<file path="src/include/io_telemetry_pkg.sv">
// shared constants for the io telemetry and copy engine
package io_telemetry_pkg;
  localparam int NUM_IO = 9;
  localparam int NUM_SLOTS = 9;
  // register byte offsets
  localparam logic [7:0] OFS_CTRL = 8'h00;
  localparam logic [7:0] OFS_ADDR = 8'h04;
  localparam logic [7:0] OFS_PERIOD = 8'h08;
  localparam logic [7:0] OFS_STATUS = 8'h0c;
  localparam logic [7:0] OFS_SLOTS = 8'h10;
  localparam logic [7:0] OFS_EDGE_BASE = 8'h40;
  // field positions
  localparam int CTRL_ROLE_LSB = 0;
  localparam int CTRL_STANDBY_BIT = 2;
  localparam int ADDR_LOCAL_LSB = 0;
  localparam int ADDR_TEL_LSB = 8;
  localparam int ADDR_DATA_LSB = 16;
  // reset values
  localparam logic [1:0] ROLE_RST = 2'h0;
  localparam logic [7:0] ADDR_RST = 8'h00;
  localparam logic [15:0] PERIOD_RST = 16'h03e8;
  // io roles
  localparam logic [1:0] ROLE_NONE = 2'h0;
  localparam logic [1:0] ROLE_SERVER = 2'h1;
  localparam logic [1:0] ROLE_CLIENT = 2'h2;
  localparam logic [1:0] ROLE_TEL_CLIENT = 2'h3;
  // edge detector modes
  typedef enum logic [1:0] {
    EDGE_OFF = 2'b00, EDGE_RISE = 2'b01, EDGE_FALL = 2'b10, EDGE_BOTH = 2'b11
  } edge_mode_t;
  // frame bytes
  localparam logic [7:0] CH_SEP = 8'h54;
  localparam logic [7:0] CH_DIGITAL = 8'h44;
  localparam logic [7:0] CH_REPLY = 8'h52;
  localparam logic [7:0] CH_ERROR = 8'h45;
  localparam logic [7:0] CH_CR = 8'h0d;
  localparam logic [7:0] ERR_ADDR = 8'hff;
  // wake-capable inputs
  localparam int WAKE_A_IDX = 2;
  localparam int WAKE_B_IDX = 3;
  // timing
  localparam int CLK_HZ = 40_000_000;
  localparam int MS_PER_S = 1000;
  localparam int MS_CYCLES = CLK_HZ / MS_PER_S;
  localparam logic [15:0] PERIOD_MIN_MS = 16'h0064;
  localparam logic [19:0] GRACE_MS = 20'h0_03e8;
endpackage : io_telemetry_pkg

</file>
<file path="src/logic/edge_detect.sv">
// per-input edge detectors with wake gating
`timescale 1ns/100ps
module edge_detect #(
  parameter int N = 9
) (
  // clock and reset
  input wire logic core_clk,
  input wire logic rst_n,
  // inputs and configuration
  input wire logic [N-1:0] pin_in,
  input wire logic [2*N-1:0] mode_cfg,
  input wire logic [N-1:0] allow,
  // result
  output logic edge_any
);
  logic [N-1:0] prev;
  logic [N-1:0] hit;

  // previous level of each input
  always_ff @(posedge core_clk or negedge rst_n) begin
    if (!rst_n) prev <= '0;
    else prev <= pin_in;
  end

  // qualify each edge by its mode
  genvar i;
  generate
    for (i = 0; i < N; i++) begin : g_in
      wire rise = pin_in[i] & ~prev[i];
      wire fall = ~pin_in[i] & prev[i];
      assign hit[i] = allow[i] & ((mode_cfg[2*i] & rise) | (mode_cfg[2*i+1] & fall));
    end
  endgenerate

  assign edge_any = |hit;
endmodule : edge_detect

</file>
<file path="src/logic/reply_framer.sv">
// builds digital reply or error frames byte by byte
`timescale 1ns/100ps
module reply_framer (
  // clock and reset
  input wire logic core_clk,
  input wire logic rst_n,
  // request
  input wire logic start,
  input wire logic is_err,
  input wire logic [7:0] addr,
  input wire logic [8:0] values,
  output logic busy,
  // byte stream
  output logic out_valid,
  input wire logic out_ready,
  output logic [7:0] out_data,
  output logic out_last
);
  typedef enum logic [2:0] {
    F_IDLE = 3'b000, F_ADDR = 3'b001, F_SEP = 3'b010, F_TECH = 3'b011,
    F_KIND = 3'b100, F_VHI = 3'b101, F_VLO = 3'b110, F_CR = 3'b111
  } fstate_t;
  fstate_t state, next_state;
  logic err;
  logic [7:0] a;
  logic [8:0] v;
  logic [7:0] next_data;

  // field sequence; error frames carry no value field
  always_comb begin
    next_state = state;
    unique case (state)
      F_IDLE: next_state = start ? F_ADDR : F_IDLE;
      F_ADDR: next_state = F_SEP;
      F_SEP: next_state = F_TECH;
      F_TECH: next_state = F_KIND;
      F_KIND: next_state = err ? F_CR : F_VHI;
      F_VHI: next_state = F_VLO;
      F_VLO: next_state = F_CR;
      F_CR: next_state = F_IDLE;
    endcase
  end

  // byte for the field being sent
  always_comb begin
    unique case (state)
      F_IDLE: next_data = 8'h00;
      F_ADDR: next_data = a;
      F_SEP: next_data = io_telemetry_pkg::CH_SEP;
      F_TECH: next_data = io_telemetry_pkg::CH_DIGITAL;
      F_KIND: next_data = err ? io_telemetry_pkg::CH_ERROR : io_telemetry_pkg::CH_REPLY;
      F_VHI: next_data = {7'h00, v[8]};
      F_VLO: next_data = v[7:0];
      F_CR: next_data = io_telemetry_pkg::CH_CR;
    endcase
  end

  assign busy = state != F_IDLE;
  assign out_valid = busy;
  assign out_data = next_data;
  assign out_last = state == F_CR;

  // latch the request, advance on each accepted byte
  always_ff @(posedge core_clk or negedge rst_n) begin
    if (!rst_n) begin
      state <= F_IDLE;
      err <= 1'b0;
      a <= 8'h00;
      v <= 9'h000;
    end else begin
      if (state == F_IDLE && start) begin
        err <= is_err;
        a <= addr;
        v <= values;
      end
      if (state == F_IDLE || out_ready) state <= next_state;
    end
  end
endmodule : reply_framer

</file>
<file path="src/logic/io_telemetry_copy_engine.sv">
// edge telemetry, telemetry client, io copy and binding routing
`timescale 1ns/100ps
module io_telemetry_copy_engine #(
  parameter int MS_CYCLES = io_telemetry_pkg::MS_CYCLES,
  parameter int N = io_telemetry_pkg::NUM_IO,
  parameter int SLOTS = io_telemetry_pkg::NUM_SLOTS
) (
  // clock and reset
  input wire logic core_clk,
  input wire logic rst_n,
  // apb slave
  input wire logic psel,
  input wire logic penable,
  input wire logic pwrite,
  input wire logic [7:0] paddr,
  input wire logic [31:0] pwdata,
  output logic [31:0] prdata,
  output logic pready,
  output logic pslverr,
  // digital io
  input wire logic [N-1:0] io_in,
  output logic [N-1:0] io_out,
  // received copy frames
  input wire logic rx_valid,
  input wire logic [7:0] rx_src,
  input wire logic [7:0] rx_period_s,
  input wire logic [N-1:0] rx_values,
  // outgoing telemetry frame bytes
  output logic tx_valid,
  input wire logic tx_ready,
  output logic [7:0] tx_data,
  output logic tx_last,
  output logic [7:0] tx_dest,
  output logic tx_local,
  output logic [7:0] tx_period_s,
  // serial link and power
  output logic ack_tx,
  output logic serial_orders_en,
  output logic [7:0] serial_data_dest,
  output logic standby
);
  typedef enum logic [1:0] {
    ST_RUN = 2'b00, ST_WAIT = 2'b01, ST_SLEEP = 2'b10
  } cstate_t;

  // lowest set bit of a slot vector
  function automatic logic [3:0] first_one(input logic [SLOTS-1:0] vec);
    logic [3:0] idx;
    idx = 4'hf;
    for (int k = SLOTS - 1; k >= 0; k--) begin
      if (vec[k]) idx = 4'(k);
    end
    return idx;
  endfunction : first_one

  // configuration
  logic [1:0] io_role_select;
  logic standby_policy;
  logic [7:0] local_module_addr;
  logic [7:0] telemetry_dest_addr;
  logic [7:0] data_dest_addr;
  logic [15:0] update_period_ms;
  logic [2*N-1:0] edge_cfg;
  // timers and control
  logic [31:0] ms_cnt;
  logic ms_tick;
  logic [15:0] per_cnt;
  logic [15:0] period_eff;
  logic period_due;
  cstate_t cstate;
  logic pend_tel;
  logic pend_reply;
  logic [7:0] reply_dest;
  logic [SLOTS-1:0] pend_err;
  // supervision slots
  logic [SLOTS-1:0] slot_used;
  logic [7:0] slot_addr [SLOTS];
  logic [7:0] slot_per [SLOTS];
  logic [19:0] slot_ms [SLOTS];
  logic [SLOTS-1:0] slot_match;
  logic [SLOTS-1:0] slot_expire;

  // role decode
  wire is_server = io_role_select == io_telemetry_pkg::ROLE_SERVER;
  wire is_client = io_role_select == io_telemetry_pkg::ROLE_CLIENT;
  wire is_tel_client = io_role_select == io_telemetry_pkg::ROLE_TEL_CLIENT;

  // apb decode
  wire setup = psel & ~penable;
  wire wr_en = psel & penable & pwrite;
  wire hit_ctrl = paddr == io_telemetry_pkg::OFS_CTRL;
  wire hit_addr = paddr == io_telemetry_pkg::OFS_ADDR;
  wire hit_period = paddr == io_telemetry_pkg::OFS_PERIOD;
  wire hit_status = paddr == io_telemetry_pkg::OFS_STATUS;
  wire hit_slots = paddr == io_telemetry_pkg::OFS_SLOTS;
  wire [7:0] edge_ofs = paddr - io_telemetry_pkg::OFS_EDGE_BASE;
  wire [5:0] edge_idx = edge_ofs[7:2];
  wire hit_edge = paddr >= io_telemetry_pkg::OFS_EDGE_BASE && edge_ofs[1:0] == 2'b00
                  && edge_idx < 6'(N);
  wire mapped = hit_ctrl | hit_addr | hit_period | hit_status | hit_slots | hit_edge;
  assign pready = 1'b1;
  assign pslverr = psel & penable & ~mapped;

  // read mux
  logic [31:0] rd_mux;
  always_comb begin
    rd_mux = 32'h0000_0000;
    if (hit_ctrl) rd_mux = {29'h0000_0000, standby_policy, io_role_select};
    if (hit_addr) rd_mux = {8'h00, data_dest_addr, telemetry_dest_addr, local_module_addr};
    if (hit_period) rd_mux = {16'h0000, update_period_ms};
    if (hit_status) rd_mux = {11'h000, cstate == ST_WAIT, tx_valid, standby, io_out, io_in};
    if (hit_slots) rd_mux = {7'h00, pend_err, 7'h00, slot_used};
    if (hit_edge) rd_mux = {30'h0000_0000, edge_cfg[2*edge_idx +: 2]};
  end

  // read data captured in the setup cycle
  always_ff @(posedge core_clk or negedge rst_n) begin
    if (!rst_n) prdata <= 32'h0000_0000;
    else if (setup) prdata <= rd_mux;
  end

  // register writes
  always_ff @(posedge core_clk or negedge rst_n) begin
    if (!rst_n) begin
      io_role_select <= io_telemetry_pkg::ROLE_RST;
      standby_policy <= 1'b0;
      local_module_addr <= io_telemetry_pkg::ADDR_RST;
      telemetry_dest_addr <= io_telemetry_pkg::ADDR_RST;
      data_dest_addr <= io_telemetry_pkg::ADDR_RST;
      update_period_ms <= io_telemetry_pkg::PERIOD_RST;
      edge_cfg <= '0;
    end else if (wr_en) begin
      if (hit_ctrl) begin
        io_role_select <= pwdata[io_telemetry_pkg::CTRL_ROLE_LSB +: 2];
        standby_policy <= pwdata[io_telemetry_pkg::CTRL_STANDBY_BIT];
      end
      if (hit_addr) begin
        local_module_addr <= pwdata[io_telemetry_pkg::ADDR_LOCAL_LSB +: 8];
        telemetry_dest_addr <= pwdata[io_telemetry_pkg::ADDR_TEL_LSB +: 8];
        data_dest_addr <= pwdata[io_telemetry_pkg::ADDR_DATA_LSB +: 8];
      end
      if (hit_period) update_period_ms <= pwdata[15:0];
      if (hit_edge) edge_cfg[2*edge_idx +: 2] <= pwdata[1:0];
    end
  end

  // data binding routing for the serial link
  assign serial_orders_en = data_dest_addr == 8'h00;
  assign serial_data_dest = data_dest_addr;

  // millisecond timebase
  assign ms_tick = ms_cnt == 32'(MS_CYCLES - 1);
  always_ff @(posedge core_clk or negedge rst_n) begin
    if (!rst_n) ms_cnt <= 32'h0000_0000;
    else ms_cnt <= ms_tick ? 32'h0000_0000 : ms_cnt + 32'h0000_0001;
  end

  // update period, held at the 100 ms floor
  assign period_eff = update_period_ms < io_telemetry_pkg::PERIOD_MIN_MS ?
                      io_telemetry_pkg::PERIOD_MIN_MS : update_period_ms;
  assign period_due = ms_tick && per_cnt >= period_eff - 16'h0001;
  always_ff @(posedge core_clk or negedge rst_n) begin
    if (!rst_n) per_cnt <= 16'h0000;
    else if (period_due) per_cnt <= 16'h0000;
    else if (ms_tick) per_cnt <= per_cnt + 16'h0001;
  end

  // edge detection; in standby only the wake inputs are live
  logic [N-1:0] edge_allow;
  logic edge_any;
  always_comb begin
    edge_allow = {N{1'b1}};
    if (standby) begin
      edge_allow = '0;
      edge_allow[io_telemetry_pkg::WAKE_A_IDX] = 1'b1;
      edge_allow[io_telemetry_pkg::WAKE_B_IDX] = 1'b1;
    end
  end
  edge_detect #(.N(N)) u_edge (
    .core_clk(core_clk),
    .rst_n(rst_n),
    .pin_in(io_in),
    .mode_cfg(edge_cfg),
    .allow(edge_allow),
    .edge_any(edge_any)
  );

  // telemetry triggers; the server never sends on its own
  wire edge_send = edge_any & ~is_server;
  wire period_send = period_due & (is_tel_client | (is_client & cstate != ST_WAIT));
  wire tel_trig = edge_send | period_send;
  wire server_rx = rx_valid & is_server;
  wire client_rx = rx_valid & is_client & cstate == ST_WAIT & rx_src == telemetry_dest_addr;

  // frame arbitration: error, then reply, then telemetry
  logic fb_busy;
  wire any_err = |pend_err;
  wire [3:0] err_idx = first_one(pend_err);
  wire fb_start = ~fb_busy & (any_err | pend_reply | pend_tel);
  wire sel_err = any_err;
  wire sel_reply = ~any_err & pend_reply;
  wire sel_tel = ~any_err & ~pend_reply & pend_tel;
  wire [7:0] next_dest = sel_err ? local_module_addr :
                         sel_reply ? reply_dest : telemetry_dest_addr;
  wire next_local = sel_err | (next_dest == local_module_addr);
  wire [15:0] period_s_full = period_eff / 16'(io_telemetry_pkg::MS_PER_S);

  reply_framer u_framer (
    .core_clk(core_clk),
    .rst_n(rst_n),
    .start(fb_start),
    .is_err(sel_err),
    .addr(sel_err ? io_telemetry_pkg::ERR_ADDR : local_module_addr),
    .values(io_in),
    .busy(fb_busy),
    .out_valid(tx_valid),
    .out_ready(tx_ready),
    .out_data(tx_data),
    .out_last(tx_last)
  );

  // pending requests; a new trigger wins over the clear
  always_ff @(posedge core_clk or negedge rst_n) begin
    if (!rst_n) begin
      pend_tel <= 1'b0;
      pend_reply <= 1'b0;
      reply_dest <= 8'h00;
    end else begin
      if (tel_trig) pend_tel <= 1'b1;
      else if (fb_start && sel_tel) pend_tel <= 1'b0;
      if (server_rx) begin
        pend_reply <= 1'b1;
        reply_dest <= rx_src;
      end else if (fb_start && sel_reply) pend_reply <= 1'b0;
    end
  end

  // route and period stamp taken when a frame starts
  always_ff @(posedge core_clk or negedge rst_n) begin
    if (!rst_n) begin
      tx_dest <= 8'h00;
      tx_local <= 1'b0;
      tx_period_s <= 8'h00;
      ack_tx <= 1'b0;
    end else begin
      ack_tx <= fb_start & sel_err;
      if (fb_start) begin
        tx_dest <= next_dest;
        tx_local <= next_local;
        tx_period_s <= period_s_full[7:0];
      end
    end
  end

  // client sequence: send, wait answer, optionally sleep
  always_ff @(posedge core_clk or negedge rst_n) begin
    if (!rst_n) cstate <= ST_RUN;
    else if (!is_client) cstate <= ST_RUN;
    else begin
      unique case (cstate)
        ST_RUN: if (fb_start && sel_tel) cstate <= ST_WAIT;
        ST_WAIT: begin
          if (client_rx) cstate <= standby_policy ? ST_SLEEP : ST_RUN;
          else if (period_due) cstate <= ST_RUN;
        end
        ST_SLEEP: if (tel_trig) cstate <= ST_RUN;
        default: cstate <= ST_RUN;
      endcase
    end
  end
  assign standby = cstate == ST_SLEEP;

  // outputs follow the partner's input values
  always_ff @(posedge core_clk or negedge rst_n) begin
    if (!rst_n) io_out <= '0;
    else if (client_rx || server_rx) io_out <= rx_values;
  end

  // supervision slot table, first clients to speak take slots
  wire [3:0] free_idx = first_one(~slot_used);
  wire rx_known = |slot_match;
  genvar s;
  generate
    for (s = 0; s < SLOTS; s++) begin : g_slot
      wire [19:0] limit = 20'(slot_per[s]) * 20'(2 * io_telemetry_pkg::MS_PER_S)
                          + io_telemetry_pkg::GRACE_MS;
      wire take = server_rx & ~rx_known & free_idx == 4'(s);
      assign slot_match[s] = slot_used[s] & slot_addr[s] == rx_src;
      assign slot_expire[s] = is_server & slot_used[s] & ms_tick & slot_ms[s] >= limit;
      always_ff @(posedge core_clk or negedge rst_n) begin
        if (!rst_n) begin
          slot_used[s] <= 1'b0;
          slot_addr[s] <= 8'h00;
          slot_per[s] <= 8'h00;
          slot_ms[s] <= 20'h0_0000;
        end else if (!is_server) begin
          slot_used[s] <= 1'b0;
        end else if (take || (server_rx && slot_match[s])) begin
          slot_used[s] <= 1'b1;
          slot_addr[s] <= rx_src;
          slot_per[s] <= rx_period_s;
          slot_ms[s] <= 20'h0_0000;
        end else if (slot_expire[s]) begin
          slot_ms[s] <= 20'h0_0000;
        end else if (ms_tick && slot_used[s]) begin
          slot_ms[s] <= slot_ms[s] + 20'h0_0001;
        end
      end
      // one error report per expiry; expiry wins over the clear
      always_ff @(posedge core_clk or negedge rst_n) begin
        if (!rst_n) pend_err[s] <= 1'b0;
        else if (slot_expire[s]) pend_err[s] <= 1'b1;
        else if (fb_start && sel_err && err_idx == 4'(s)) pend_err[s] <= 1'b0;
      end
    end
  endgenerate
endmodule : io_telemetry_copy_engine

</file>
<file path="config.mk">
export PLATFORM = sky130hd
export DESIGN_NAME = io_telemetry_copy_engine
export DESIGN_NICKNAME = d
export VERILOG_FILES = /design/src/include/io_telemetry_pkg.sv /design/src/logic/edge_detect.sv /design/src/logic/reply_framer.sv /design/src/logic/io_telemetry_copy_engine.sv
export SDC_FILE = /design/constraint.sdc
export NUM_CORES = 2
export LEC_CHECK = 0
export ABC_AREA = 1
export BUFFER_PORTS_ARGS = -buffer_cell sky130_fd_sc_hd__buf_4
export CAP_MARGIN = 10
export CORE_ASPECT_RATIO = 1.1
export CORE_MARGIN = 4
export CORE_UTILIZATION = 62
export DETAILED_ROUTE_END_ITERATION = 6
export PLACE_DENSITY = 0.8
export SYNTH_ARGS = -nofsm -noshare
export SYNTH_HDL_FRONTEND = slang
export SYNTH_SLANG_ARGS = --single-unit
export TNS_END_PERCENT = 10
</file>
<file path="constraint.sdc">
create_clock -name core_clk -period 9.45 [get_ports core_clk]
set_input_delay 1.4175 -clock core_clk [delete_from_list [all_inputs] [get_ports core_clk]]
set_output_delay 1.4175 -clock core_clk [all_outputs]
set_load 0.1 [all_outputs]
</file>
==> metrics <==
post-route insts no fill=about 6600; Reg area=roughly 0.014 mm2; Reg power frac=between 30 and 40%; Worst Path Arrival=around 8.4 ns; setup bufs post-CTS=0; multi-input logic area=~0.027 mm2; Initial DRT Pass Iterations=6; maximum clock rate=approximately 130 MHz; antenna violations before repair=8; routed len/inst=around 17 um; I/O pin total=roughly 160; H-tree levels=2; post-CTS sizing=0; DRT Wirelength=roughly 110000 um; Post-Synthesis Cells=approximately 5500; post-route minimum period=7.846 ns; final net count=about 6400; Fillers=roughly 5700; site row count=a little over 100; vias in the first global route=approximately 37000; core region area=just over 0.07 mm2; Synth Area per Inst=8.222 um2; Top FF cell, synth=dfrtp_1; WHS Path Cells=1; Total Routing Usage GR=28.61%; CTS tree=yes; first-pass GRT wire length=roughly 180000 um; Least-Margin Pin Slew=0.9816 ns; DP HPWL=83180 um; Setup violations, final=0; DRC=0; WP buf/inv=5; final count of hold timing violations=0; Synth-to-Final Area Change=9.344%; most used cell, CP=inv_1; part of the cycle the worst path needs=between 80% and 90%; cts hold-fix bufs=0; top cells by area in the synthesized netlist=dfrtp_1 (30%), ha_1 (15%), fa_1 (8.8%); Ys Warns=0; #FFs+latches synth=544; top cell type's share of synthesized area=between 20% and 30%; Cell Area, Synth=0.04488 mm2; Critical Path Max Stage Delay=between 0.6 and 0.7 ns; Initial Utilization=between 60% and 70%; most common cell after layout, fill and taps aside=inv_1; most frequent cells in the layout=inv_1 (867), nand2_1 (824), dfrtp_1 (538); post-synth cell types=69; CP top delay family=adder cells; sequential-to-total area share from yosys stat=30.35%; critical path depth=35; Leak Pwr=approximately 24 nW; Pwr per Cell Area=around 160 mW/mm2; via-per-instance ratio=about 5.7; number of synthesized flops with an enable pin=0; Worst Reg-to-Reg Cells=35; CP max FO=9; 1st-iter DRT viols=2866; Die ar.=0.07677 mm2; share of cells above drive strength 1=6.633%; via count=about 37000; worst setup skew after layout=0.05469 ns; hold crit path type=flop to flop; nature of the critical path startpoint=flop; Int Power=between 5 and 6 mW; placed instance count=roughly 6500; Crit Path Class=flop to flop; NetSw=about 3 mW; Comb power frac=a little over a third; CP required=10.01 ns; Async SR Flop Fraction=100.0%; Clk pin slew, worst setup/hold paths=0.06 ns; die height=roughly 290 um; Port-buffer cells=144; cell taking the most area after synthesis=dfrtp_1; Sw Share=a little under two fifths; largest net degree at the start of global routing=between 150 and 200; CP max stage cell=fa_1; outcome=finished clean; critical path endpoint category=flop; CTS Buf Count=60; max-cap check violation count=0; setup tns final=0 ns; clock buffer depth=3; GR Overflow Total=0; clock net sink count=544; root buffer cell=clkbuf_16; gpl congestion=roughly 0.96; Final Max Slew Viols=0; clock network power share=32.8%; RSZ-0062 raised after global routing=false; Rel. slew slack=between 30 and 40%; die width=between 200 and 300 um; VDD IR-drop max=between 0.3 and 0.4 mV; Detail Route Antenna Nets=0; Worst-Skew Late Latency=~0.68 ns
## power by group through the flow
stage / Combinational (mW) / Sequential (mW) / Clock, mW
3_3_place_gp: 2.74 / 2.56 / 0
4_1_cts: 2.88 / 2.52 / 2.67
6_report: 2.88 / 2.52 / 2.64
3_5_place_dp: 2.85 / 2.56 / 0
5_1_grt: 3.21 / 2.54 / 2.77
2_1_floorplan: 1.99 / 2.79 / 0
## worst register-to-register path, delay by kind of cell (launching register included)
kind | cells | cell delay, ns
simple gates | 14 | 2.21
fa+ha+maj | 6 | 2.70
flops | 1 | 0.48
compound gates | 8 | 1.64
buf+inv | 5 | 0.48
xor+xnor | 2 | 0.26
## path summary, 6_finish.rpt
path,startpoint,slack [ns],end
max in group asynchronous,rst_n,7.20,slot_per[37]$_DFFE_PN0P_
min in group asynchronous,rst_n,0.72,tx_period_s[3]$_DFFE_PN0P_
setup reg to reg,slot_per[1]$_DFFE_PN0P_,1.60,slot_ms[18]$_DFFE_PN0P_
hold reg to reg,ms_cnt[0]$_DFF_PN0_,0.47,ms_cnt[0]$_DFF_PN0_
hold / removal,ms_cnt[0]$_DFF_PN0_,0.47,ms_cnt[0]$_DFF_PN0_
setup / recovery,slot_per[1]$_DFFE_PN0P_,1.60,slot_ms[18]$_DFFE_PN0P_
## through the flow
step                setup WS [ns]  hold WS, ns  utilization, %  area [um2]  power, mW
CTS                         1.559       0.4700           68.36       49070      8.076
global placement            1.751       0.4492           65.25       46840      5.303
finish                      1.604       0.4699           68.37       49080      8.048
detailed placement          1.556       0.4589           65.25       46840      5.415
floorplan                   2.336       0.4329               -       44910      4.780
global route               0.7853       0.4951           68.36       49070      8.522
## area by class of cell
cell class                      count  share of cell area, %
Multi-Input combinational cell   3915                  55.93
Sequential cell                   544                  27.75
Inverter                          892                  6.827
Clock buffer                       71                  3.266
Timing Repair Buffer              160                  2.514
Tap cell                          945                  2.409
Clock inverter                     41                  1.277
Antenna cell                        4                0.02040
## sequential cells by signal, indices dropped and copies added (netlist names), 9 cells and up
signal,count
update_period_ms,16
per_cnt,16
prdata,25
io_out,9
slot_ms,180
pend_err,9
slot_addr,72
ms_cnt,32
u_edge.prev,9
edge_cfg,18
slot_used,9
slot_per,72
u_framer.v,9
## routing by layer
layer,vias to the layer above,part of all wire (%),track usage (%)
li1,18162,-,-
met1,17880,42,37.52
met2,1037,48,48.44
met3,265,5.4,3.768
met4,6,4.5,11.30
met5,-,0.047,0
## Yosys cell counts, types with 7 or more instances
master	instances
buf_4	11
nand3b_1	22
nand2_1	824
a21o_1	24
a21oi_1	261
xnor2_1	94
o221ai_1	26
nor4_1	51
and2_1	9
nand4_1	89
clkinv_1	13
o211ai_1	21
o21a_1	14
nand3_1	210
or2_2	17
xor2_1	242
o22ai_1	27
and3_1	7
dfrtp_1	538
o31ai_1	8
inv_1	867
fa_1	198
nand2_4	8
a211oi_1	19
nor3b_1	12
o2111ai_1	10
a221oi_1	8
nor2_1	448
a31oi_1	22
nand3_2	8
o21bai_1	38
inv_2	11
nand2_2	22
ha_1	523
clkbuf_1	91
buf_2	12
mux2_2	9
nor3_1	166
o21ai_0	401
## cells by family (layout without fill, tap and decap cells)
family,count (synthesis),in the layout,synth area share [%]
AO/OA/AOI/OAI,923,923,11.85
XOR/XNOR,338,338,6.629
adder cells (fa/ha/maj),721,721,23.41
buffers and inverters,1007,1164,8.552
flip-flops,544,544,30.35
multiplexers,9,9,0.2258
other,2,13,0.01673
AND/OR/NAND/NOR,1915,1915,18.97
No activity file was read; power rests on OpenSTA's default activity.
